### src/rtl/beac_pkg.sv
// Constants shared by the byte nonvolatile access controller.
// Assumes a 125 MHz system clock and a CPU data-memory access port.
package beac_pkg;
  localparam int BEAC_AW = 6;
  localparam int BEAC_DW = 8;
  localparam int BEAC_DEPTH = 64;
  // Bank 0 locations
  localparam logic [7:0] BEAC_OFS_BANKSEL = 8'h04;
  localparam logic [7:0] BEAC_OFS_IRQCTL = 8'h0e;
  localparam logic [7:0] BEAC_OFS_POINTER = 8'h1a;
  localparam logic [7:0] BEAC_OFS_BUFFER = 8'h1b;
  // Bank 1 location
  localparam logic [7:0] BEAC_OFS_CONTROL = 8'h40;
  // Control bit positions
  localparam int BEAC_FETCH_TRIG = 0;
  localparam int BEAC_FETCH_PERMIT = 1;
  localparam int BEAC_STORE_TRIG = 2;
  localparam int BEAC_STORE_PERMIT = 3;
  // Interrupt control bit positions
  localparam int BEAC_IRQ_GMASK = 0;
  localparam int BEAC_IRQ_EN = 1;
  localparam int BEAC_IRQ_FLAG = 2;
  localparam logic [7:0] BEAC_RST_BYTE = 8'h00;
  localparam logic [3:0] BEAC_RST_CTL = 4'h0;
  // Timing
  localparam int BEAC_SYS_CLK_HZ = 125000000;
  localparam int BEAC_SLOW_CLK_HZ = 32000;
  localparam int BEAC_SLOW_DIV = BEAC_SYS_CLK_HZ / BEAC_SLOW_CLK_HZ;
  localparam int BEAC_WRITE_TICKS = 64;
  localparam int BEAC_READ_CYCLES = 4;
  typedef enum logic [1:0] {
    BEAC_IDLE = 2'b00,
    BEAC_READ = 2'b01,
    BEAC_WRITE = 2'b10
  } beac_state_e;
endpackage

### src/rtl/beac_mem.sv
// Byte array of the nonvolatile store, one port whose single address serves both write and read.
// Assumes the address is held steady while a read is in progress.
`timescale 1ns/1ps
module beac_mem #(
  parameter int AW = 6,
  parameter int DW = 8
) (
  // Clock
  input wire logic i_clk,
  // Access
  input wire logic i_we,
  input wire logic [AW-1:0] i_addr,
  input wire logic [DW-1:0] i_wdata,
  output logic [DW-1:0] o_rdata
);
  logic [DW-1:0] mem_q [2**AW];

  always_ff @(posedge i_clk) begin
    if (i_we) begin
      mem_q[i_addr] <= i_wdata;
    end
    o_rdata <= mem_q[i_addr];
  end
endmodule

### src/rtl/beac_wtimer.sv
// Write-cycle timer driven by a free-running slow tick.
// The tick phase is independent of when a write starts, as with a real slow oscillator.
`timescale 1ns/1ps
module beac_wtimer
  import beac_pkg::*;
#(
  parameter int DIV = BEAC_SLOW_DIV,
  parameter int TICKS = BEAC_WRITE_TICKS
) (
  // Clock and reset
  input wire logic i_clk,
  input wire logic i_srst,
  // Control
  input wire logic i_start,
  output logic o_busy,
  output logic o_done
);
  logic [$clog2(DIV)-1:0] div_q;
  logic [$clog2(TICKS+1)-1:0] cnt_q;
  logic tick;

  assign tick = (div_q == '0);

  always_ff @(posedge i_clk) begin
    if (i_srst || tick) begin
      div_q <= ($clog2(DIV))'(DIV - 1);
    end else begin
      div_q <= div_q - 1'b1;
    end
  end

  always_ff @(posedge i_clk) begin
    o_done <= 1'b0;
    if (i_srst) begin
      o_busy <= 1'b0;
      cnt_q <= '0;
    end else if (i_start) begin
      o_busy <= 1'b1;
      cnt_q <= ($clog2(TICKS+1))'(TICKS);
    end else if (o_busy && tick) begin
      if (cnt_q == 1) begin
        o_busy <= 1'b0;
        o_done <= 1'b1;
      end
      cnt_q <= cnt_q - 1'b1;
    end
  end
endmodule

### src/rtl/beac_top.sv
// Byte nonvolatile access controller: registers, sequencing and done interrupt.
// Assumes a CPU data-memory port: one access per cycle, indirect flag from the core.
`timescale 1ns/1ps
module beac_top
  import beac_pkg::*;
#(
  parameter int WRITE_TICKS = BEAC_WRITE_TICKS,
  parameter int SLOW_DIV = BEAC_SLOW_DIV,
  parameter int READ_CYCLES = BEAC_READ_CYCLES
) (
  // Clock and reset
  input wire logic i_clk,
  input wire logic i_srst,
  // Data memory access
  input wire logic i_acc_wr,
  input wire logic i_acc_rd,
  input wire logic i_acc_indirect,
  input wire logic [7:0] i_acc_addr,
  input wire logic [7:0] i_acc_wdata,
  output logic [7:0] o_acc_rdata,
  // Interrupt hookup
  input wire logic i_stack_full,
  input wire logic i_irq_ack,
  output logic o_irq_req,
  output logic o_write_busy
);
  beac_state_e state_q;
  logic [3:0] ctl_q;
  logic bank_sel_q;
  logic [BEAC_AW-1:0] pointer_q;
  logic [7:0] buffer_q;
  logic [2:0] irqctl_q;
  logic [$clog2(READ_CYCLES+1)-1:0] rcnt_q;
  logic [7:0] mem_q;
  logic wt_busy;
  logic wt_done;
  logic start_wr;
  logic read_end;
  logic bank1;
  logic sel_ctl;
  logic sel_ptr;
  logic sel_buf;
  logic sel_bank;
  logic sel_irq;
  logic ctl_wr;
  logic [7:0] rd_mux;

  assign bank1 = i_acc_indirect && bank_sel_q;
  assign sel_ctl = bank1 && (i_acc_addr == BEAC_OFS_CONTROL);
  assign sel_ptr = !bank1 && (i_acc_addr == BEAC_OFS_POINTER);
  assign sel_buf = !bank1 && (i_acc_addr == BEAC_OFS_BUFFER);
  assign sel_bank = !bank1 && (i_acc_addr == BEAC_OFS_BANKSEL);
  assign sel_irq = !bank1 && (i_acc_addr == BEAC_OFS_IRQCTL);
  assign ctl_wr = i_acc_wr && sel_ctl;
  assign start_wr = (state_q == BEAC_IDLE) && ctl_q[BEAC_STORE_TRIG];
  assign read_end = (state_q == BEAC_READ) && (rcnt_q == 1);

  beac_mem #(
    .AW(BEAC_AW),
    .DW(BEAC_DW)
  ) u_mem (
    .i_clk(i_clk),
    .i_we(start_wr),
    .i_addr(pointer_q),
    .i_wdata(buffer_q),
    .o_rdata(mem_q)
  );

  beac_wtimer #(
    .DIV(SLOW_DIV),
    .TICKS(WRITE_TICKS)
  ) u_wtimer (
    .i_clk(i_clk),
    .i_srst(i_srst),
    .i_start(start_wr),
    .o_busy(wt_busy),
    .o_done(wt_done)
  );

  always_ff @(posedge i_clk) begin
    if (i_srst) begin
      bank_sel_q <= 1'b0;
    end else if (i_acc_wr && sel_bank) begin
      bank_sel_q <= i_acc_wdata[0];
    end
  end

  always_ff @(posedge i_clk) begin
    if (i_srst) begin
      pointer_q <= BEAC_RST_BYTE[BEAC_AW-1:0];
    end else if (i_acc_wr && sel_ptr) begin
      pointer_q <= i_acc_wdata[BEAC_AW-1:0];
    end
  end

  always_ff @(posedge i_clk) begin
    if (i_srst) begin
      buffer_q <= BEAC_RST_BYTE;
    end else if (read_end) begin
      buffer_q <= mem_q;
    end else if (i_acc_wr && sel_buf) begin
      buffer_q <= i_acc_wdata;
    end
  end

  always_ff @(posedge i_clk) begin
    if (i_srst) begin
      ctl_q <= BEAC_RST_CTL;
    end else begin
      if (ctl_wr) begin
        ctl_q[BEAC_STORE_PERMIT] <= i_acc_wdata[BEAC_STORE_PERMIT];
        ctl_q[BEAC_FETCH_PERMIT] <= i_acc_wdata[BEAC_FETCH_PERMIT];
        if (i_acc_wdata[BEAC_STORE_TRIG] && ctl_q[BEAC_STORE_PERMIT]
            && !ctl_q[BEAC_FETCH_TRIG]) begin
          ctl_q[BEAC_STORE_TRIG] <= 1'b1;
        end
        if (i_acc_wdata[BEAC_FETCH_TRIG] && ctl_q[BEAC_FETCH_PERMIT]
            && !i_acc_wdata[BEAC_STORE_TRIG] && !ctl_q[BEAC_STORE_TRIG]) begin
          ctl_q[BEAC_FETCH_TRIG] <= 1'b1;
        end
      end
      if (wt_done) begin
        ctl_q[BEAC_STORE_TRIG] <= 1'b0;
      end
      if (read_end) begin
        ctl_q[BEAC_FETCH_TRIG] <= 1'b0;
      end
    end
  end

  always_ff @(posedge i_clk) begin
    if (i_srst) begin
      state_q <= BEAC_IDLE;
      rcnt_q <= '0;
    end else begin
      unique case (state_q)
        BEAC_IDLE: begin
          if (start_wr) begin
            state_q <= BEAC_WRITE;
          end else if (ctl_q[BEAC_FETCH_TRIG]) begin
            state_q <= BEAC_READ;
            rcnt_q <= ($clog2(READ_CYCLES+1))'(READ_CYCLES);
          end
        end
        BEAC_READ: begin
          rcnt_q <= rcnt_q - 1'b1;
          if (read_end) begin
            state_q <= BEAC_IDLE;
          end
        end
        BEAC_WRITE: begin
          if (wt_done) begin
            state_q <= BEAC_IDLE;
          end
        end
        default: begin
          state_q <= BEAC_IDLE;
        end
      endcase
    end
  end

  // done flag, set wins over clear
  always_ff @(posedge i_clk) begin
    if (i_srst) begin
      irqctl_q <= 3'h0;
    end else begin
      if (i_acc_wr && sel_irq) begin
        irqctl_q <= i_acc_wdata[2:0];
      end
      if (i_irq_ack) begin
        irqctl_q[BEAC_IRQ_FLAG] <= 1'b0;
      end
      if (wt_done) begin
        irqctl_q[BEAC_IRQ_FLAG] <= 1'b1;
      end
    end
  end

  always_ff @(posedge i_clk) begin
    if (i_srst) begin
      o_irq_req <= 1'b0;
      o_write_busy <= 1'b0;
    end else begin
      o_irq_req <= irqctl_q[BEAC_IRQ_FLAG] && irqctl_q[BEAC_IRQ_EN]
                   && irqctl_q[BEAC_IRQ_GMASK] && !i_stack_full && !i_irq_ack;
      o_write_busy <= wt_busy || start_wr;
    end
  end

  always_comb begin
    rd_mux = 8'h00;
    if (sel_ctl) begin
      rd_mux = {4'h0, ctl_q};
    end else if (sel_ptr) begin
      rd_mux = {{(8-BEAC_AW){1'b0}}, pointer_q};
    end else if (sel_buf) begin
      rd_mux = buffer_q;
    end else if (sel_bank) begin
      rd_mux = {7'h00, bank_sel_q};
    end else if (sel_irq) begin
      rd_mux = {5'h00, irqctl_q};
    end
  end

  // Unmapped locations read zero so the core's own registers can be muxed over it
  always_ff @(posedge i_clk) begin
    if (i_srst) begin
      o_acc_rdata <= 8'h00;
    end else if (i_acc_rd) begin
      o_acc_rdata <= rd_mux;
    end
  end

  ptr_upper_zero_a: assert property (
    @(posedge i_clk) disable iff (i_srst)
    (i_acc_rd && sel_ptr) |=> (o_acc_rdata[7:6] == 2'b00))
    else $error("pointer upper bits not zero");

  store_refused_a: assert property (
    @(posedge i_clk) disable iff (i_srst)
    (ctl_wr && !ctl_q[BEAC_STORE_PERMIT] && !ctl_q[BEAC_STORE_TRIG])
      |=> !ctl_q[BEAC_STORE_TRIG])
    else $error("write started without permit");

  store_clear_a: assert property (
    @(posedge i_clk) disable iff (i_srst)
    $fell(ctl_q[BEAC_STORE_TRIG]) |-> $past(wt_done))
    else $error("store trigger cleared before write end");

  fetch_refused_a: assert property (
    @(posedge i_clk) disable iff (i_srst)
    (ctl_wr && !ctl_q[BEAC_FETCH_PERMIT] && !ctl_q[BEAC_FETCH_TRIG])
      |=> !ctl_q[BEAC_FETCH_TRIG])
    else $error("read started without permit");

  fetch_len_a: assert property (
    @(posedge i_clk) disable iff (i_srst)
    $rose(ctl_q[BEAC_FETCH_TRIG]) |-> ctl_q[BEAC_FETCH_TRIG] [*2] ##[1:8]
      !ctl_q[BEAC_FETCH_TRIG])
    else $error("read length out of range");

  buffer_load_a: assert property (
    @(posedge i_clk) disable iff (i_srst)
    $fell(ctl_q[BEAC_FETCH_TRIG]) |-> (buffer_q == $past(mem_q)))
    else $error("buffer not loaded with read byte");

  direct_bank0_a: assert property (
    @(posedge i_clk) disable iff (i_srst)
    (i_acc_wr && !i_acc_indirect && !ctl_q[BEAC_STORE_TRIG] && !ctl_q[BEAC_FETCH_TRIG])
      |=> $stable(ctl_q))
    else $error("direct access reached control");

  done_flag_a: assert property (
    @(posedge i_clk) disable iff (i_srst)
    wt_done |=> irqctl_q[BEAC_IRQ_FLAG])
    else $error("done flag not set");

  irq_gate_a: assert property (
    @(posedge i_clk) disable iff (i_srst)
    o_irq_req |-> $past(irqctl_q[BEAC_IRQ_EN] && irqctl_q[BEAC_IRQ_GMASK] && !i_stack_full))
    else $error("interrupt raised while gated");

  wr_busy_a: assert property (
    @(posedge i_clk) disable iff (i_srst)
    start_wr |=> wt_busy && o_write_busy)
    else $error("write timer not running");

  // Reset itself is checked, so this one has no disable clause
  reset_clear_a: assert property (
    @(posedge i_clk)
    i_srst |=> (ctl_q == BEAC_RST_CTL) && !bank_sel_q)
    else $error("reset left control or bank set");

  fetch_clear_a: assert property (
    @(posedge i_clk) disable iff (i_srst)
    $fell(ctl_q[BEAC_FETCH_TRIG]) |-> $past(read_end))
    else $error("fetch trigger cleared before read end");

  buffer_hold_a: assert property (
    @(posedge i_clk) disable iff (i_srst)
    ((state_q == BEAC_READ) && !read_end && !(i_acc_wr && sel_buf)) |=> $stable(buffer_q))
    else $error("buffer changed during read");

  ack_clear_a: assert property (
    @(posedge i_clk) disable iff (i_srst)
    (i_irq_ack && !wt_done && !(i_acc_wr && sel_irq)) |=> !irqctl_q[BEAC_IRQ_FLAG])
    else $error("service did not clear done flag");

  read_done_c: cover property (@(posedge i_clk) disable iff (i_srst) read_end);
  write_done_c: cover property (@(posedge i_clk) disable iff (i_srst) wt_done);
  irq_req_c: cover property (@(posedge i_clk) disable iff (i_srst) $rose(o_irq_req));
  store_drop_c: cover property (@(posedge i_clk) disable iff (i_srst)
    ctl_wr && i_acc_wdata[BEAC_STORE_TRIG] && !ctl_q[BEAC_STORE_PERMIT]);
  stack_hold_c: cover property (@(posedge i_clk) disable iff (i_srst)
    $fell(o_irq_req) && i_stack_full);
endmodule

### config.mk
export PLATFORM = sky130hd
export DESIGN_NAME = beac_top
export DESIGN_NICKNAME = d
export VERILOG_FILES = /design/src/rtl/beac_pkg.sv /design/src/rtl/beac_mem.sv /design/src/rtl/beac_wtimer.sv /design/src/rtl/beac_top.sv
export SDC_FILE = /design/constraint.sdc
export NUM_CORES = 1
export LEC_CHECK = 0
export BUFFER_PORTS_ARGS = -buffer_cell sky130_fd_sc_hd__buf_2
export CELL_PAD_IN_SITES_DETAIL_PLACEMENT = 1
export CELL_PAD_IN_SITES_GLOBAL_PLACEMENT = 1
export CORE_UTILIZATION = 49
export CTS_CLUSTER_SIZE = 20
export DETAILED_ROUTE_END_ITERATION = 6
export PLACE_DENSITY_LB_ADDON = 0.25
export REMOVE_ABC_BUFFERS = 1
export SLEW_MARGIN = 20
export SYNTH_ARGS = -nofsm -noshare
export SYNTH_HDL_FRONTEND = slang
export SYNTH_SLANG_ARGS = --single-unit
### constraint.sdc
create_clock -name i_clk -period 2.3 [get_ports i_clk]
set_input_delay 0.46 -clock i_clk [delete_from_list [all_inputs] [get_ports i_clk]]
set_output_delay 0.46 -clock i_clk [all_outputs]
set_load 0.02 [all_outputs]
### After elaboration in Yosys (flattened, before gate mapping)

Memory sizes are Yosys's and may differ from the RTL's. A register that Yosys moved wholly into a read port is not among the register bits.
Cells that the tools add are included.

* memories: 1
* memory bits (writable): 512
* bits in latches: 0
* bits in read-only memories: 0
* output and inout port bits: 10
* word-level logic and storage cells: 110
* bits in registers: 58
* input bits: 23

* bitwise operators: 1
* multipliers: 0
* div/mod/pow operators: 0
* $add $sub $neg: 3
* eq/ne operators: 14
* order comparisons: 0
* shifts and indexed selects: 0
* reduce and logical (&&, ||, !) cells: 47
* multiplexer cells: 26

Memories
* u_mem.mem_q: depth 64, width 8, rd ports 1, clocked after Yosys merged registers in 1, wr ports 1, RTL line beac_mem.sv:16 `logic [DW-1:0] mem_q [2**AW];`

Operators by type and width (number)
* $mux W8: 5
* $logic_and A1 B1 Y1: 23
* $eq A8 B5 Y1 const B: 2
* $mux W3: 5
* $mux W7: 2
* $logic_not A12 Y1: 1
* $sub A12 B1 Y12 const B: 1
* $eq A8 B3 Y1 const B: 1
* $eq A8 B4 Y1 const B: 1
* $eq A8 B7 Y1 const B: 1
* $mux W1: 8
* $mux W2: 4
* $reduce_bool A2 Y1: 4
* $eq A7 B1 Y1 const B: 1
* $sub A7 B1 Y7 const B: 1
* $logic_not A1 Y1: 6
* $ne A2 B2 Y1 const B: 3
* $pmux W2 S3: 1
* $pmux W3 S2: 1
* $reduce_and A2 Y1: 3
* $reduce_and A3 Y1: 2
* $reduce_or A2 Y1: 3
* $eq A3 B1 Y1 const B: 1
* $ne A3 B3 Y1 const B: 1
* other kinds (9): 10

### Depth between registers and ports, before layout

* depth after elaboration: 8
* depth in mapped cells: 10
* depth with buffers taken out: 7

### Modules after synthesis

Synthesis repeated with hierarchy kept, for this count alone.

* cells, all modules: 1472
* area, all modules: 23222.3 um^2

Modules (own cells, without submodules)
* beac_mem: seq. area each 15534.9 um^2, area an instance 20449.6 um^2, times used 1, cells each 1171
* beac_top: seq. area each 740.7 um^2, area an instance 1808.0 um^2, times used 1, cells each 197
* beac_wtimer: seq. area each 420.4 um^2, area an instance 964.7 um^2, times used 1, cells each 104

### Least setup slack after synthesis

OpenSTA, ideal clock, no wires.

* path kind: flip-flop to flip-flop
* start point: register pointer_q[2]
* end point: memory u_mem.mem_q[12][0] (enable)
* cell stages (with the launch flop): 8
* data required time: 1.930 ns
* path slack: -0.097 ns
* period minus slack after synthesis: 2.397 ns
* setup time: 0.370 ns
* data arrival time: 2.027 ns
* path buffers: 5
* cells stage by stage: dfxtp_1 > buf_2 > buf_2 > buf_2 > buf_2 > buf_2 > nand3_1 > nor2_1

RTL lines
* from (decl): RTL line beac_top.sv:30 `logic [BEAC_AW-1:0] pointer_q;`
* from (signal assigned): RTL line beac_top.sv:90 `pointer_q <= BEAC_RST_BYTE[BEAC_AW-1:0];`
* from (signal assigned): RTL line beac_top.sv:92 `pointer_q <= i_acc_wdata[BEAC_AW-1:0];`
* to (decl): RTL line beac_mem.sv:16

Straight into the memory's write port.

### Worst setup path after layout

* start point: register pointer_q[1]
* end point: memory u_mem.mem_q[15][0] (enable)

Straight into the memory's write port.

==> summary.txt <==
Clock network
  – CTS root buf: clkbuf_16
  – Worst skew pair latency: 0.62 ns
  – CTS Buffer Depth: 3
  – Total CTS buffers: 58
  – CTS tree: done
  – CTS Sinks: just under 600
  – H-tree depth: 2
  – Clock slew at reported path FFs: 0.06 ns

Logic synthesis
  – Post-synth top flop: edfxtp_1
  – Unique cell type count in the Yosys netlist: 74
  – EDFF count, synth: 512
  – Synth warnings: 0
  – Post-Syn Area: about 0.023 sq mm
  – #FFs+latches synth: about 580
  – Sequential cell area fraction in the yosys report: 72.6%
  – Async SR Flop Fraction: 0%
  – Synthesized instance count: about 1400
  – Mean Syn Cell Area: ~16 sq um

Routing
  – DR iter-0 viols: between 1500 and 2000
  – Routed via count: ~14000
  – Drt wl/cell: between 20 and 30 um
  – First-pass DRT Iterations: 6
  – Routed Antenna Nets: 0
  – Final Routed Wirelength: just under 70000 um
  – DRC violations left: 0
  – Vias per cell: 6.17

Power and ir drop
  – Clock share of power: around 44%
  – Pwr Total: ~20000 uW
  – Switching share of power: 19.7%
  – Total net switching power: 4040 uW
  – Standby leakage power: about 0.0087 uW
  – Maximum vdd drop: about 0.65 mV
  – Pwr Density: between 700 and 800 mW/mm^2
  – Comb power frac: 0.9%
  – Pint: ~16000 uW
  – Seq pwr share: between 50% and 60%

Setup path
  – Maximum net fanout on the critical path: 8
  – Delay-heaviest family, CP: buffers and inverters
  – CP endpoint kind: flop
  – Slowest stage delay, CP: roughly 0.38 ns
  – WS Path Type: reg -> reg
  – R2r setup slk: -0.01 ns
  – Critical R2R Capture: u_mem.mem_q[15][0]$_DFFE_PP_
  – WP data required: around 2.6 ns
  – Worst path most repeated cell: buf_4
  – Cell breakdown of the critical path: buf_12 > buf_4 > and2_1 > buf_4 > nand3_1 > buf_4 > nor2_1 > buf_4
  – Startpoint types: flop
  – Reg2reg path depth: 8
  – Worst Path Arrival: around 2.6 ns
  – CP bufs+invs: 5
  – CP max-delay cell: dfxtp_4
  – Launch point of the worst reg-to-reg path: pointer_q[1]$_SDFFE_PP0P_

Floorplanning
  – Std cell rows: 79
  – Core area: around 0.046 sq mm
  – Initial Utilization: between 40% and 50%
  – Die area: about 0.048 sq mm
  – IO Pins: 33
  – Die width: between 200 and 250 um
  – Die height: around 220 um

Final layout
  – Antenna cells: 0
  – Most frequent cells in the layout: edfxtp_1 (512), buf_4 (235), nor2_1 (123)
  – Share of layout cells above drive strength 1: between 20% and 30%
  – Layout Cells excl Fill: 2348
  – Post-route design area: between 0.02 and 0.03 sq mm
  – Nets: 1724
  – Leading cell type in the layout, fill and taps excluded: edfxtp_1
  – Synthesis-to-finish area growth: 19.8%

Placement
  – Placed insts: ~2200
  – HPWL Detailed: about 46000 um
  – I/O Buffers: 32
  – Placer Congestion: 0.939
  – Setup WS pre-CTS: -0.231 ns
  – Area after DPL: between 0.02 and 0.03 sq mm

Global routing
  – Gr usage total: 29.1%
  – Vias in the first global route: 15000
  – Total grt overflow: 0
  – Grt peak-use layer: met2
  – Met3 Track Usage GR: 5.11%
  – GRT met1 Usage: about two fifths
  – Initial antenna violation count: 1
  – First-pass GRT wire length: ~100000 um
  – Largest net degree at the start of global routing: 67
  – Met2 GRT Util: roughly 48%

STA
  – RSZ-0062 raised after global routing: no
  – Final setup margin: -0.00974 ns
  – Final period utilization: 100%
  – Final hold slack: around 0.14 ns
  – Fmax achieved: 0.433 GHz
  – Final Hold Viols: 0
  – Clock Skew: ~0.023 ns
  – Rel. slew slack: roughly 55%
  – Max Slew Vio Count: 0
  – Least-Margin Pin Slew: slightly below 0.7 ns
  – Post-route minimum period: about 2.3 ns
  – Setup violations, final: 6

Job
  – Max-cap violations: 0

Status
  – Failing checks: negative setup slack
  – Status: finished, violations left

Min path
  – WHS Path Cells: 4
  – Worst hold start: i_irq_ack
  – Hold endpoint: o_irq_req$_SDFF_PP0_
  – Worst hold path class: in -> reg
==> registers in the layout (all words and copies together), names as in the netlist <==
register         flops
irqctl_q             3
ctl_q                4
state_q              2
u_mem.mem_q        512
bank_sel_q           1
o_acc_rdata          8
u_wtimer.o_done      1
o_write_busy         1
rcnt_q               3
buffer_q             8
u_wtimer.cnt_q       7
u_mem.o_rdata        8
u_wtimer.o_busy      1
pointer_q            6
o_irq_req            1
u_wtimer.div_q      12
==> cells by family after synthesis <==
| logic type | after synthesis | synth area share (%) |
|---|---|---|
| flops | 578 | 72.6 |
| simple gates | 331 | 7.12 |
| compound gates | 232 | 7.21 |
| mux | 167 | 10.3 |
| buf+inv | 102 | 2.01 |
| xor+xnor | 13 | 0.495 |
| fa+ha+maj | 6 | 0.326 |
==> worst max-delay path by stage <==
stage | slack [ns] | end | depth (start not counted) | start
6_report | -0.01 | u_mem.mem_q[15][0]$_DFFE_PP_ | 8 | pointer_q[1]$_SDFFE_PP0P_
5_1_grt | 0.001 | u_mem.o_rdata[0]$_DFF_P_ | 9 | pointer_q[1]$_SDFFE_PP0P_
4_1_cts | 0.004 | u_mem.o_rdata[2]$_DFF_P_ | 7 | pointer_q[0]$_SDFFE_PP0P_
3_5_place_dp | -0.23 | u_mem.o_rdata[2]$_DFF_P_ | 6 | pointer_q[1]$_SDFFE_PP0P_
3_3_place_gp | -0.28 | u_mem.o_rdata[2]$_DFF_P_ | 6 | pointer_q[1]$_SDFFE_PP0P_
2_1_floorplan | -3.95 | u_mem.o_rdata[3]$_DFF_P_ | 5 | pointer_q[1]$_SDFFE_PP0P_
==> Yosys cell counts (all sizes together) (12+ instances only) <==
library cell | n | area share, %
o22ai | 16 | 0.44
nand3 | 24 | 0.52
mux4 | 51 | 5.0
mux2 | 45 | 2.2
nand2 | 66 | 1.1
edfxtp | 512 | 67
inv | 16 | 0.26
a21oi | 49 | 1.1
a221oi | 23 | 0.88
mux2i | 71 | 3.1
o21ai | 22 | 0.48
a211oi | 25 | 0.84
dfxtp | 66 | 5.7
a22oi | 34 | 1.1
nor2 | 127 | 2.1
nor2b | 16 | 0.44
nand2b | 12 | 0.33
nor3 | 13 | 0.28
clkbuf | 37 | 0.60
buf | 48 | 1.1
==> power groups by stage <==
stage / Sequential [uW] / Combinational, uW / Clock [uW]
2_1_floorplan: 11500 / 86.9 / 0
3_3_place_gp: 11500 / 176 / 0
3_5_place_dp: 11500 / 185 / 0
4_1_cts: 11300 / 188 / 9130
5_1_grt: 11300 / 206 / 9450
6_report: 11300 / 188 / 9020
==> area by class of cell <==
| cell class | instances | area, sq um |
|---|---|---|
| Sequential cell | 578 | 16700 |
| Timing Repair Buffer | 291 | 2330 |
| Tap cell | 607 | 759 |
| Multi-Input combinational cell | 749 | 5930 |
| Inverter | 17 | 63.8 |
| Clock buffer | 74 | 1530 |
| Clock inverter | 32 | 248 |
| Fill cell | 4249 | 18900 |
==> tightest hold or removal path, cell delays in order <==
cell and delay [ns]:
buf_2 0.07, inv_1 0.04, nand4_1 0.08, nor3_1 0.04
==> stage by stage <==
stage | TNS (ns) | utilization (%)
4_1_cts | 0 | 59.1
5_1_grt | 0 | 59.4
6_report | -0.0300 | 59.4
2_1_floorplan | -1617.05 | -
3_3_place_gp | -0.637 | 55.1
3_5_place_dp | -3.85 | 55.1
==> routing by layer <==
metal  part of all wire (%)  vias to the layer above
li1                       -                     6184
met1                     41                     7542
met2                     48                      633
met3                    7.0                      132
met4                    3.4                        2
met5                  0.019                        -
==> timing repair <==
item                       in CTS  in global routing
buffers inserted                6                  3
hold buffers                    1                  0
pin swaps                       0                  5
hold endpoints to repair        1                  0
setup endpoints to repair     161                117
gates resized for setup         8                 21
(Power assumes the default switching activity.)
